$ cat config.mk
export PLATFORM = sky130hd
export DESIGN_NAME = pcr_top
export DESIGN_NICKNAME = d
export VERILOG_FILES = /design/src/hdl/pcr_pkg.sv /design/src/hdl/pcr_top.sv
export SDC_FILE = /design/constraint.sdc
export NUM_CORES = 1
export LEC_CHECK = 0
export ABC_AREA = 1
export BUFFER_PORTS_ARGS = -buffer_cell sky130_fd_sc_hd__buf_2
export CAP_MARGIN = 20
export CORE_ASPECT_RATIO = 2
export CORE_MARGIN = 8
export CORE_UTILIZATION = 60
export DETAILED_ROUTE_END_ITERATION = 16
export PLACE_DENSITY = 0.84
export SYNTH_ARGS = -nofsm -noshare
export SYNTH_HDL_FRONTEND = slang
export SYNTH_SLANG_ARGS = --single-unit
$ cat constraint.sdc
create_clock -name clk_i -period 3.46 [get_ports clk_i]
set_input_delay 0.346 -clock clk_i [delete_from_list [all_inputs] [get_ports clk_i]]
set_output_delay 0.346 -clock clk_i [all_outputs]
set_load 0.02 [all_outputs]
$ cat src/hdl/pcr_pkg.sv
// Package for the PWM cycle length and reload block: register map, field
// positions, reset values and the state record.
// Assumes a 32-bit classic Wishbone slave port with byte addresses.
`default_nettype none
package pcr_pkg;
	localparam int NUM_CH = 3;
	localparam int CNT_W = 16;
	localparam logic [CNT_W-1:0] CNT_MAX = 16'hFFFF;
	localparam int BASE_LEN = 8;

	// Byte addresses, one aligned word each
	localparam logic [7:0] ADR_CFG = 8'h00;
	localparam logic [7:0] ADR_CTRL = 8'h04;
	localparam logic [7:0] ADR_CNT = 8'h08;
	localparam logic [7:0] ADR_ISTAT = 8'h0C;
	localparam logic [7:0] ADR_ICLR = 8'h10;
	localparam logic [7:0] ADR_IEN = 8'h14;
	localparam logic [7:0] ADR_CH0 = 8'h20;
	localparam logic [7:0] ADR_CH_STEP = 8'h04;

	// pwm_cycle_config fields
	localparam int CFG_VIEW = 7;
	localparam int CFG_OVIE = 6;
	localparam int CFG_OVF = 5;
	localparam int CFG_UNUSED = 4;
	localparam int CFG_WRLD = 3;
	localparam int CFG_LEN_LO = 0;
	localparam int LEN_W = 3;
	localparam logic [7:0] CFG_RESET = 8'h00;

	// Control fields
	localparam int CTRL_RUN = 0;
	localparam int CTRL_WIDE_LO = 4;

	// Interrupt status / clear / enable layout
	localparam int IRQ_OVF = 0;
	localparam int IRQ_CTR = 1;
	localparam int IRQ_W = 2;

	localparam logic [CNT_W-1:0] CMP_RESET = 16'h0000;

	typedef enum logic [1:0] {
		PCR_IDLE = 2'b01,
		PCR_ACK = 2'b10
	} pcr_bus_t;

	typedef struct packed {
		logic view;
		logic ovie;
		logic ovf;
		logic wrld;
		logic [LEN_W-1:0] len;
	} pcr_cfg_t;

	typedef struct packed {
		pcr_cfg_t cfg;
		logic run;
		logic [NUM_CH-1:0] wide;
		logic [CNT_W-1:0] cnt;
		logic [NUM_CH-1:0][CNT_W-1:0] cmp;
		logic [NUM_CH-1:0][CNT_W-1:0] rld;
		logic ctr_ovf;
		logic ctr_ien;
		pcr_bus_t bus;
		logic ack;
		logic [31:0] dat;
		logic irq;
		logic [NUM_CH-1:0] pwm;
	} pcr_state_t;
endpackage
`default_nettype wire

$ cat src/hdl/pcr_top.sv
// PWM cycle length, cycle overflow flag and 16-bit auto-reload logic,
// with the main array counter and the channel compare registers.
// Assumes a classic Wishbone master on the system clock; reset synchronous.
// Behaviour
// The cycle overflow flag requests an interrupt only while its enable is 1.
// The cycle overflow flag is set when the selected bit n of the main counter overflows.
// The cycle overflow flag is sticky: hardware or software sets it, only software clears it.
// Bit 4 of the configuration register reads 0 and ignores writes.
// With wide reload enabled, each main counter overflow copies reload into compare.
// The wide reload acts on all 16-bit channels together and on no others.
// With wide reload disabled (its reset value) compare changes only by writes.
// The cycle length select gives a cycle of code plus 8 bits for non-16-bit channels.
// Channels in 16-bit mode ignore the cycle length and use the full counter.
// With the view select at 1 the compare addresses reach the reload registers.
// A hardware set of the cycle overflow flag beats a software clear in the same cycle.
`default_nettype none
module pcr_top (
	input wire logic clk_i,
	input wire logic rst_i,
	input wire logic wb_cyc_i,
	input wire logic wb_stb_i,
	input wire logic wb_we_i,
	input wire logic [7:0] wb_adr_i,
	input wire logic [3:0] wb_sel_i,
	input wire logic [31:0] wb_dat_i,
	output logic [31:0] wb_dat_o,
	output logic wb_ack_o,
	output logic irq_o,
	output logic [pcr_pkg::NUM_CH-1:0] pwm_o
);
	pcr_pkg::pcr_state_t s_r;
	pcr_pkg::pcr_state_t s_nxt;

	logic req;
	logic cfg_wr;
	logic clr_wr;
	logic sw_ovf_clr;
	logic sw_ovf_set;
	logic cyc_wrap;
	logic ctr_wrap;
	logic [pcr_pkg::CNT_W-1:0] len_mask;
	logic [pcr_pkg::NUM_CH-1:0] ch_wr;
	logic [pcr_pkg::NUM_CH-1:0] ch_rld;
	logic [31:0] rd_word;

	// Mask of the low (code + 8) counter bits
	function automatic logic [pcr_pkg::CNT_W-1:0] cycle_mask(
		input logic [pcr_pkg::LEN_W-1:0] code);
		logic [4:0] len;
		len = 5'(code) + 5'(pcr_pkg::BASE_LEN);
		cycle_mask = pcr_pkg::CNT_W'((17'h00001 << len) - 17'h00001);
	endfunction

	// Byte-lane merge of a 16-bit register
	function automatic logic [15:0] merge16(input logic [15:0] old,
		input logic [31:0] d, input logic [3:0] sel);
		merge16 = {sel[1] ? d[15:8] : old[15:8], sel[0] ? d[7:0] : old[7:0]};
	endfunction

	// Channel index hit for a byte address
	function automatic logic ch_hit(input logic [7:0] adr, input int k);
		ch_hit = (adr == 8'(pcr_pkg::ADR_CH0 + 8'(k) * pcr_pkg::ADR_CH_STEP));
	endfunction

	always_comb begin
		// Writes are taken in the request cycle; ack follows one edge later
		req = wb_cyc_i && wb_stb_i && (s_r.bus == pcr_pkg::PCR_IDLE);
		cfg_wr = req && wb_we_i && wb_sel_i[0] && (wb_adr_i == pcr_pkg::ADR_CFG);
		clr_wr = req && wb_we_i && wb_sel_i[0] && (wb_adr_i == pcr_pkg::ADR_ICLR);
		sw_ovf_set = cfg_wr && wb_dat_i[pcr_pkg::CFG_OVF];
		sw_ovf_clr = (cfg_wr && !wb_dat_i[pcr_pkg::CFG_OVF]) ||
			(clr_wr && wb_dat_i[pcr_pkg::IRQ_OVF]);
		len_mask = cycle_mask(s_r.cfg.len);
		cyc_wrap = s_r.run && ((s_r.cnt & len_mask) == len_mask);
		ctr_wrap = s_r.run && (s_r.cnt == pcr_pkg::CNT_MAX);
		for (int k = 0; k < pcr_pkg::NUM_CH; k++) begin
			ch_wr[k] = req && wb_we_i && ch_hit(wb_adr_i, k);
			// One enable serves every 16-bit channel at the same wrap
			ch_rld[k] = ctr_wrap && s_r.cfg.wrld && s_r.wide[k]; // see see
		end
	end

	// Read mux; addresses outside the map read as zero
	always_comb begin
		rd_word = 32'h00000000;
		case (wb_adr_i)
			pcr_pkg::ADR_CFG: begin
				rd_word[pcr_pkg::CFG_VIEW] = s_r.cfg.view;
				rd_word[pcr_pkg::CFG_OVIE] = s_r.cfg.ovie;
				rd_word[pcr_pkg::CFG_OVF] = s_r.cfg.ovf;
				rd_word[pcr_pkg::CFG_UNUSED] = 1'b0;
				rd_word[pcr_pkg::CFG_WRLD] = s_r.cfg.wrld;
				rd_word[pcr_pkg::CFG_LEN_LO +: pcr_pkg::LEN_W] = s_r.cfg.len;
			end
			pcr_pkg::ADR_CTRL: begin
				rd_word[pcr_pkg::CTRL_RUN] = s_r.run;
				rd_word[pcr_pkg::CTRL_WIDE_LO +: pcr_pkg::NUM_CH] = s_r.wide;
			end
			pcr_pkg::ADR_CNT: begin
				rd_word[15:0] = s_r.cnt;
			end
			pcr_pkg::ADR_ISTAT: begin
				rd_word[pcr_pkg::IRQ_OVF] = s_r.cfg.ovf;
				rd_word[pcr_pkg::IRQ_CTR] = s_r.ctr_ovf;
			end
			pcr_pkg::ADR_IEN: begin
				rd_word[pcr_pkg::IRQ_OVF] = s_r.cfg.ovie;
				rd_word[pcr_pkg::IRQ_CTR] = s_r.ctr_ien;
			end
			default: begin
				for (int k = 0; k < pcr_pkg::NUM_CH; k++) begin
					if (ch_hit(wb_adr_i, k)) begin
						rd_word[15:0] = s_r.cfg.view ? s_r.rld[k] : s_r.cmp[k];
					end
				end
			end
		endcase
	end

	always_comb begin
		s_nxt = s_r;
		s_nxt.ack = 1'b0;
		s_nxt.bus = pcr_pkg::PCR_IDLE;

		if (s_r.run) begin
			s_nxt.cnt = s_r.cnt + 16'h0001;
		end

		// Configuration write; bit 4 has no storage
		if (cfg_wr) begin
			s_nxt.cfg.view = wb_dat_i[pcr_pkg::CFG_VIEW];
			s_nxt.cfg.ovie = wb_dat_i[pcr_pkg::CFG_OVIE];
			s_nxt.cfg.ovf = wb_dat_i[pcr_pkg::CFG_OVF];
			s_nxt.cfg.wrld = wb_dat_i[pcr_pkg::CFG_WRLD];
			s_nxt.cfg.len = wb_dat_i[pcr_pkg::CFG_LEN_LO +: pcr_pkg::LEN_W];
		end
		if (clr_wr && wb_dat_i[pcr_pkg::IRQ_OVF]) begin
			s_nxt.cfg.ovf = 1'b0;
		end
		if (clr_wr && wb_dat_i[pcr_pkg::IRQ_CTR]) begin
			s_nxt.ctr_ovf = 1'b0;
		end
		// Hardware set placed last so it wins over any clear
		if (cyc_wrap) begin
			s_nxt.cfg.ovf = 1'b1; // see
		end
		if (ctr_wrap) begin
			s_nxt.ctr_ovf = 1'b1;
		end

		if (req && wb_we_i && wb_sel_i[0]) begin
			case (wb_adr_i)
				pcr_pkg::ADR_CTRL: begin
					s_nxt.run = wb_dat_i[pcr_pkg::CTRL_RUN];
					s_nxt.wide = wb_dat_i[pcr_pkg::CTRL_WIDE_LO +: pcr_pkg::NUM_CH];
				end
				pcr_pkg::ADR_IEN: begin
					s_nxt.cfg.ovie = wb_dat_i[pcr_pkg::IRQ_OVF];
					s_nxt.ctr_ien = wb_dat_i[pcr_pkg::IRQ_CTR];
				end
				default: begin
				end
			endcase
		end

		for (int k = 0; k < pcr_pkg::NUM_CH; k++) begin
			// Software write through the selected view
			if (ch_wr[k]) begin
				if (s_r.cfg.view) begin
					s_nxt.rld[k] = merge16(s_r.rld[k], wb_dat_i, wb_sel_i);
				end else begin
					s_nxt.cmp[k] = merge16(s_r.cmp[k], wb_dat_i, wb_sel_i);
				end
			end
			// Reload taken after the write so a wrap edge always loads the shadow
			if (ch_rld[k]) begin // see see
				s_nxt.cmp[k] = s_r.rld[k];
			end
			// 16-bit channels compare the whole counter
			if (s_r.wide[k]) begin
				s_nxt.pwm[k] = s_r.cnt < s_r.cmp[k];
			end else begin
				s_nxt.pwm[k] = (s_r.cnt & len_mask) < (s_r.cmp[k] & len_mask);
			end
		end

		s_nxt.irq = (s_r.cfg.ovie && s_r.cfg.ovf) || (s_r.ctr_ien && s_r.ctr_ovf);

		if (req) begin
			s_nxt.ack = 1'b1;
			s_nxt.bus = pcr_pkg::PCR_ACK;
			if (wb_we_i) begin
				s_nxt.dat = 32'h00000000;
			end else begin
				s_nxt.dat = rd_word;
			end
		end

		if (rst_i) begin
			s_nxt = '0;
			s_nxt.cfg = pcr_pkg::pcr_cfg_t'({pcr_pkg::CFG_RESET[7:5], pcr_pkg::CFG_RESET[3:0]});
			s_nxt.bus = pcr_pkg::PCR_IDLE;
			s_nxt.cmp = {pcr_pkg::NUM_CH{pcr_pkg::CMP_RESET}};
			s_nxt.rld = {pcr_pkg::NUM_CH{pcr_pkg::CMP_RESET}};
		end
	end

	always_ff @(posedge clk_i) begin
		s_r <= s_nxt;
	end

	assign wb_dat_o = s_r.dat;
	assign wb_ack_o = s_r.ack;
	assign irq_o = s_r.irq;
	assign pwm_o = s_r.pwm;
endmodule
`default_nettype wire

=== Word level (Yosys, flattened, before mapping) ===
Index checks and enable logic that the tools add are counted.

* Register bits after elaboration: 164
* Bits in latches: 0
* RAM bits: 0
* Memory bits (read-only): 0
* Bits of input ports: 49
* Output and inout port bits: 37
* Word-level logic and storage cells: 137
* Memories kept: 0

* Add/sub/neg operators: 3
* Multipliers: 0
* Divide/modulo/power cells: 0
* $lt $le $gt $ge: 6
* Equality and inequality tests: 14
* Shifts and indexed selects: 1
* Muxes and demuxes: 33
* Bitwise operators: 4
* Reduce and logical (&&, ||, !) cells: 49

{| class="wikitable"
|+ Operator list
! cell !! count
|-
| $mux W16 || 14
|-
| $lt A16 B16 Y1 || 6
|-
| $and A16 B16 Y16 || 4
|-
| $reduce_and A3 Y1 || 12
|-
| $mux W35 || 1
|-
| $eq A8 B6 Y1 const B || 3
|-
| $reduce_bool A2 Y1 || 10
|-
| $logic_and A1 B1 Y1 || 19
|-
| $add A16 B1 Y16 const B || 1
|-
| $eq A16 B16 Y1 || 1
|-
| $eq A16 B16 Y1 const B || 1
|-
| $eq A8 B4 Y1 const B || 2
|-
| $eq A8 B5 Y1 const B || 2
|-
| $mux W8 || 2
|-
| $pmux W8 S2 || 1
|-
| $shl A1 B5 Y16 const A || 1
|-
| $sub A16 B1 Y16 const B || 1
|-
| $pmux W3 S4 || 1
|-
| $pmux W1 S5 || 2
|-
| $mux W1 || 9
|-
| $eq A8 B3 Y1 const B || 1
|-
| $logic_not A8 Y1 || 1
|-
| $mux W6 || 1
|-
| $ne A2 B1 Y1 const B || 3
|-
| other kinds (10) || 11
|}

=== Longest topological paths before layout ===
* Depth in word-level cells: 8
* Depth in mapped cells: 14
* Mapped depth without buffers: 13

=== Least setup slack after synthesis ===
Ideal clock, no wire load.

* Kind: register to register
* From: register s_r[159] in the netlist's numbering
* To: register s_r, in the netlist pwm_o[1]
* Setup time: 70 ps
* Arrival: 1,777 ps
* Data required time: 3,390 ps
* Slack: 1,612 ps
* Cell stages (with the launch flop): 12
* Path buffers: 1
* Period minus slack after synthesis: 1,848 ps
* Cell sequence: dfxtp_1 -> clkbuf_1 -> inv_1 -> o21ai_0 -> inv_1 -> nor2_1 -> ha_1 -> nand4_1 -> a21oi_1 -> nor2_1 -> nand2_1 -> a21oi_1

* Longest elaborated chain between the ends: 6
* Elaborated cells on any way between the ends: 7
* Classes of those cells: add/sub (2); order compare (1); shift (1); mux (1); bitwise (2)

{| class="wikitable"
|+ RTL lines
! item !! line !! RTL
|-
| start: declaration || pcr_top.sv:31 || <nowiki>pcr_pkg::pcr_state_t s_r;</nowiki>
|-
| start signal: assignment || pcr_top.sv:209 || <nowiki>s_r <= s_nxt;</nowiki>
|-
| $add A3 B4 Y5 * || pcr_top.sv:50 || <nowiki>len = 5'(code) + 5'(pcr_pkg::BASE_LEN);</nowiki>
|-
| $shl A1 B5 Y16 * || pcr_top.sv:51 || <nowiki>cycle_mask = pcr_pkg::CNT_W'((17'h00001 << len) - 17'h00001);</nowiki>
|-
| $sub A16 B1 Y16 * || pcr_top.sv:51 ||
|-
| $and A16 B16 Y16 || pcr_top.sv:183 || <nowiki>s_nxt.pwm[k] = (s_r.cnt & len_mask) < (s_r.cmp[k] & len_mask);</nowiki>
|-
| $lt A16 B16 Y1 * || pcr_top.sv:183 ||
|-
| $mux W1 * || pcr_top.sv:180 || <nowiki>if (s_r.wide[k]) begin</nowiki>
|}

Mark *: on every way between the ends. The rest lies on a longest branch, timed or not.
A chain may end at the register's enable or synchronous reset.

=== Worst setup path in the final report ===
* From: register s_r[138] in the netlist's numbering
* To: register s_r[103] in the netlist's numbering

* Longest elaborated chain between the ends: 6
* Elaborated cells on any way between the ends: 9
* Classes of those cells: eq/ne (2); mux (1); reduce/logical (6)

{| class="wikitable"
|+ RTL lines
! item !! line !! RTL
|-
| $eq A16 B16 Y1 * || pcr_top.sv:75 || <nowiki>ctr_wrap = s_r.run && (s_r.cnt == pcr_pkg::CNT_MAX);</nowiki>
|-
| $logic_and A1 B1 Y1 * || pcr_top.sv:75 ||
|-
| $logic_and A1 B1 Y1 * (2 in a row) || pcr_top.sv:79 || <nowiki>ch_rld[k] = ctr_wrap && s_r.cfg.wrld && s_r.wide[k];</nowiki>
|-
| $ne A2 B1 Y1 (no source line) / $reduce_bool A2 Y1 (equally long branches) || n/a ||
|-
| $reduce_and A3 Y1 (no source line) || n/a ||
|}

Marks and branches as above.

==> impl_metrics.ini <==
[status]
outcome = finished, final reports clean

[worst_setup_path]
endpoint_kind = flop
r2r_end = s_r[103]$_SDFFE_PP0P_
path_class = reg2reg
timing.critical_path.depth = 10
crit_fanout = 26
cp_common_cell = nand2_1
reg2regPathDepth = 10
critPathSlowestCell = dfxtp_1
crit-reg2reg-launch = s_r[138]$_SDFFE_PP0P_
arrival_ns = 3.07
slowest_delay_ns = 0.50
path_cells = ha_1 > nand2_1 > nor2_1 > nand2_1 > nor2_4 > buf_4 > nand3_2 > nand2_1 > nand3_1 > a21oi_1
path_delay_family = simple AND/OR/NAND/NOR gates
regToRegSetupSlack_ns = 0.74
startpoint = s_r[138]$_SDFFE_PP0P_
cp-endpoint = s_r[103]$_SDFFE_PP0P_
path_buf_inv = 1
crit_path_start_kind = flop
cp_data_required_time_ns = 3.81

[floorplanning]
num_io_pins = 86
initial_core_util_pct = 61.25
die-area_um2 = 20580
die_y_um = 195.0
rows = 65
die_width_um = 105.5
coreArea_um2 = 15700

[finish]
fin_util_pct = 66.07
nets = 1587
drive_gt1_share_pct = 8.508
fin_cells = 1682
area_growth_syn_to_layout_pct = 7.860
diodes = 0

[route]
dr.pass1.iters = 6
drt_iter0_markers = 893
wl_um = 28970
via_per_inst = 5.920
ant_nets = 0
vias = 9958
drcViolationCount = 0
post_drt_wl_per_cell_um = 17.22

[yosys]
syn_area_um2 = 9614
avgSynthCellArea_um2 = 6.554
syn_inst = 1467
synth-async-reset-ratio_pct = 0
synth-edff-count = 0
ys_ff_latch = 147
yosysSeqAreaShare_pct = 30.61
synth-main-ff-cell = dfxtp_1
yosysWarnings = 0
synth_cell_types = 36

[pwr]
max-vdd-ir-drop_mv = 0.4045
p_leak_nw = 4.385
powerDensity_nw_per_um2 = 368.5

[timing]
fmax_ghz = 0.3673
finalMaxSlewViolations = 0
rsz0062_at_grt = false
setup_viol = 0
clock_skew_ns = 0.01037
worst_slew_pin_slew_ns = 1.002
finalCriticalPeriod_ns = 2.722
finalHoldViolCount = 0
finalCritPeriodShare_pct = 78.68
tns_ns = 0
relSlewSlack_pct = 32.93

[clocking]
hold_buffers = 0
cts_tree = done
cts_root_buffer = clkbuf_16
cts_setup_buffers = 0
clk_pin_slew_ns = 0.06
clock_latency_ns = 0.43
cts.htree.levels = 4
cts-resized-gates = 0
numCtsBuffers = 17
cts_sinks = 147
clock_path_buffers = 2

[global_routing]
overflow = 0
grt_start_max_net_pins = 62
grt_pass1_vias = 9527
grt_first_pass_wirelength_um = 47070
antenna_found_initial = 0
grtUsageTotal_pct = 28.18

[min_path]
hold_path_depth = 3
hp-start = wb_dat_i[0]
hold_path.class = in2reg

[placed_design]
dp_hpwl_um = 21520
gp_congestion = 0.9660
dp_cells = 1650
numPortBuffers = 51

[flow_run]
maxCapViolCount = 0
through the flow:
stage	setup WS [ns]	power (mW)	area [um^2]	hold slack [ns]
2_1_floorplan	1.612	1.865	9689	0.4270
3_3_place_gp	0.9193	1.899	9759	0.4313
3_5_place_dp	0.8397	1.903	9759	0.4348
4_1_cts	0.7804	3.826	10370	0.1809
5_1_grt	0.5391	3.910	10370	0.1924
6_report	0.7375	3.822	10370	0.1925
synth_stat cells, types with 2 or more instances:
master | instances | area (um^2)
nand2_1 | 326 | 1224
a21oi_1 | 183 | 915.9
inv_1 | 178 | 668.1
dfxtp_1 | 147 | 2943
nand3_1 | 136 | 680.7
o21ai_0 | 128 | 640.6
nor2_1 | 77 | 289.0
ha_1 | 70 | 875.8
nand4_1 | 56 | 350.3
clkbuf_1 | 43 | 161.4
buf_4 | 39 | 292.8
buf_2 | 18 | 90.09
nor3_1 | 9 | 45.04
buf_1 | 6 | 22.52
nand4_2 | 6 | 75.07
nor2_2 | 6 | 37.54
o211ai_1 | 6 | 45.04
nor2_4 | 5 | 56.30
nand3_2 | 4 | 40.04
o21a_1 | 4 | 30.03
nor4_1 | 3 | 18.77
conb_1 | 2 | 7.510
inv_2 | 2 | 7.510
state kept, by name (all words and copies together) (netlist names):
name and count:
irq_o 1, pwm_o 3, s_r 127, wb_dat_o 16
metal layers:
layer	vias up	global-route usage, %	wire [um]
li1	4830	-	-
met1	4440	30.97	10740
met2	556	47.39	13890
met3	132	5.442	2505
met4	0	19.84	1841
met5	-	0	0
layout by cell type (no fill, tap or decap), types with 17 or more instances in the layout:
cell type / netlist / final
ha_1: 70 / 70
nand3_1: 136 / 136
buf_4: 39 / 17
nor2_1: 77 / 77
buf_2: 18 / 51
conb_1: 2 / 22
nand2_1: 326 / 326
dfxtp_1: 147 / 145
o21ai_0: 128 / 128
inv_1: 178 / 178
nand4_1: 56 / 56
clkbuf_16: 0 / 17
a21oi_1: 183 / 183
power by group:
group / internal [mW] / total (mW) / switching, mW
logic: 0.0439 / 0.173 / 0.129
clock network: 1.18 / 1.95 / 0.773
registers: 1.70 / 1.70 / 0.00125
final cells by class:
class / count / area (um^2)
timing repair buffer: 68 / 382.9
inverter: 181 / 679.4
fill: 1438 / 5326
multi-input combinational: 1053 / 5500
sequential: 147 / 2945
tap: 201 / 251.5
clock buffer: 21 / 460.4
clock inverter: 11 / 150.1
worst register-to-register path, stage by stage (launching register included):
cell     delay [ns]
dfxtp_1        0.50
ha_1           0.22
nand2_1        0.15
nor2_1         0.15
nand2_1        0.09
nor2_4         0.14
buf_4          0.31
nand3_2        0.37
nand2_1        0.39
nand3_1        0.14
a21oi_1        0.17
worst min path at each step:
| stage | end |
|---|---|
| 6_report | s_r[162]$_SDFF_PP0_ |
| 5_1_grt | s_r[162]$_SDFF_PP0_ |
| 4_1_cts | s_r[162]$_SDFF_PP0_ |
| 3_5_place_dp | wb_dat_o[13]$_SDFFE_PP0P_ |
| 3_3_place_gp | wb_dat_o[9]$_SDFFE_PP0P_ |
| 2_1_floorplan | wb_dat_o[10]$_SDFFE_PP0P_ |
logic make-up (layout without fill, tap and decap cells):
logic type               Yosys count  count (layout)  share of synthesized area, %
AND/OR/NAND/NOR                  633             633                         29.74
AO/OA/AOI/OAI                    327             327                         17.41
buffers and inverters            287             281                         12.96
flip-flops                       147             147                         30.61
adder cells (fa/ha/maj)           70              70                         9.110
other                              2              22                       0.07811
XOR/XNOR                           1               1                       0.09112
Note: power is estimated with default switching activity, not from simulation.
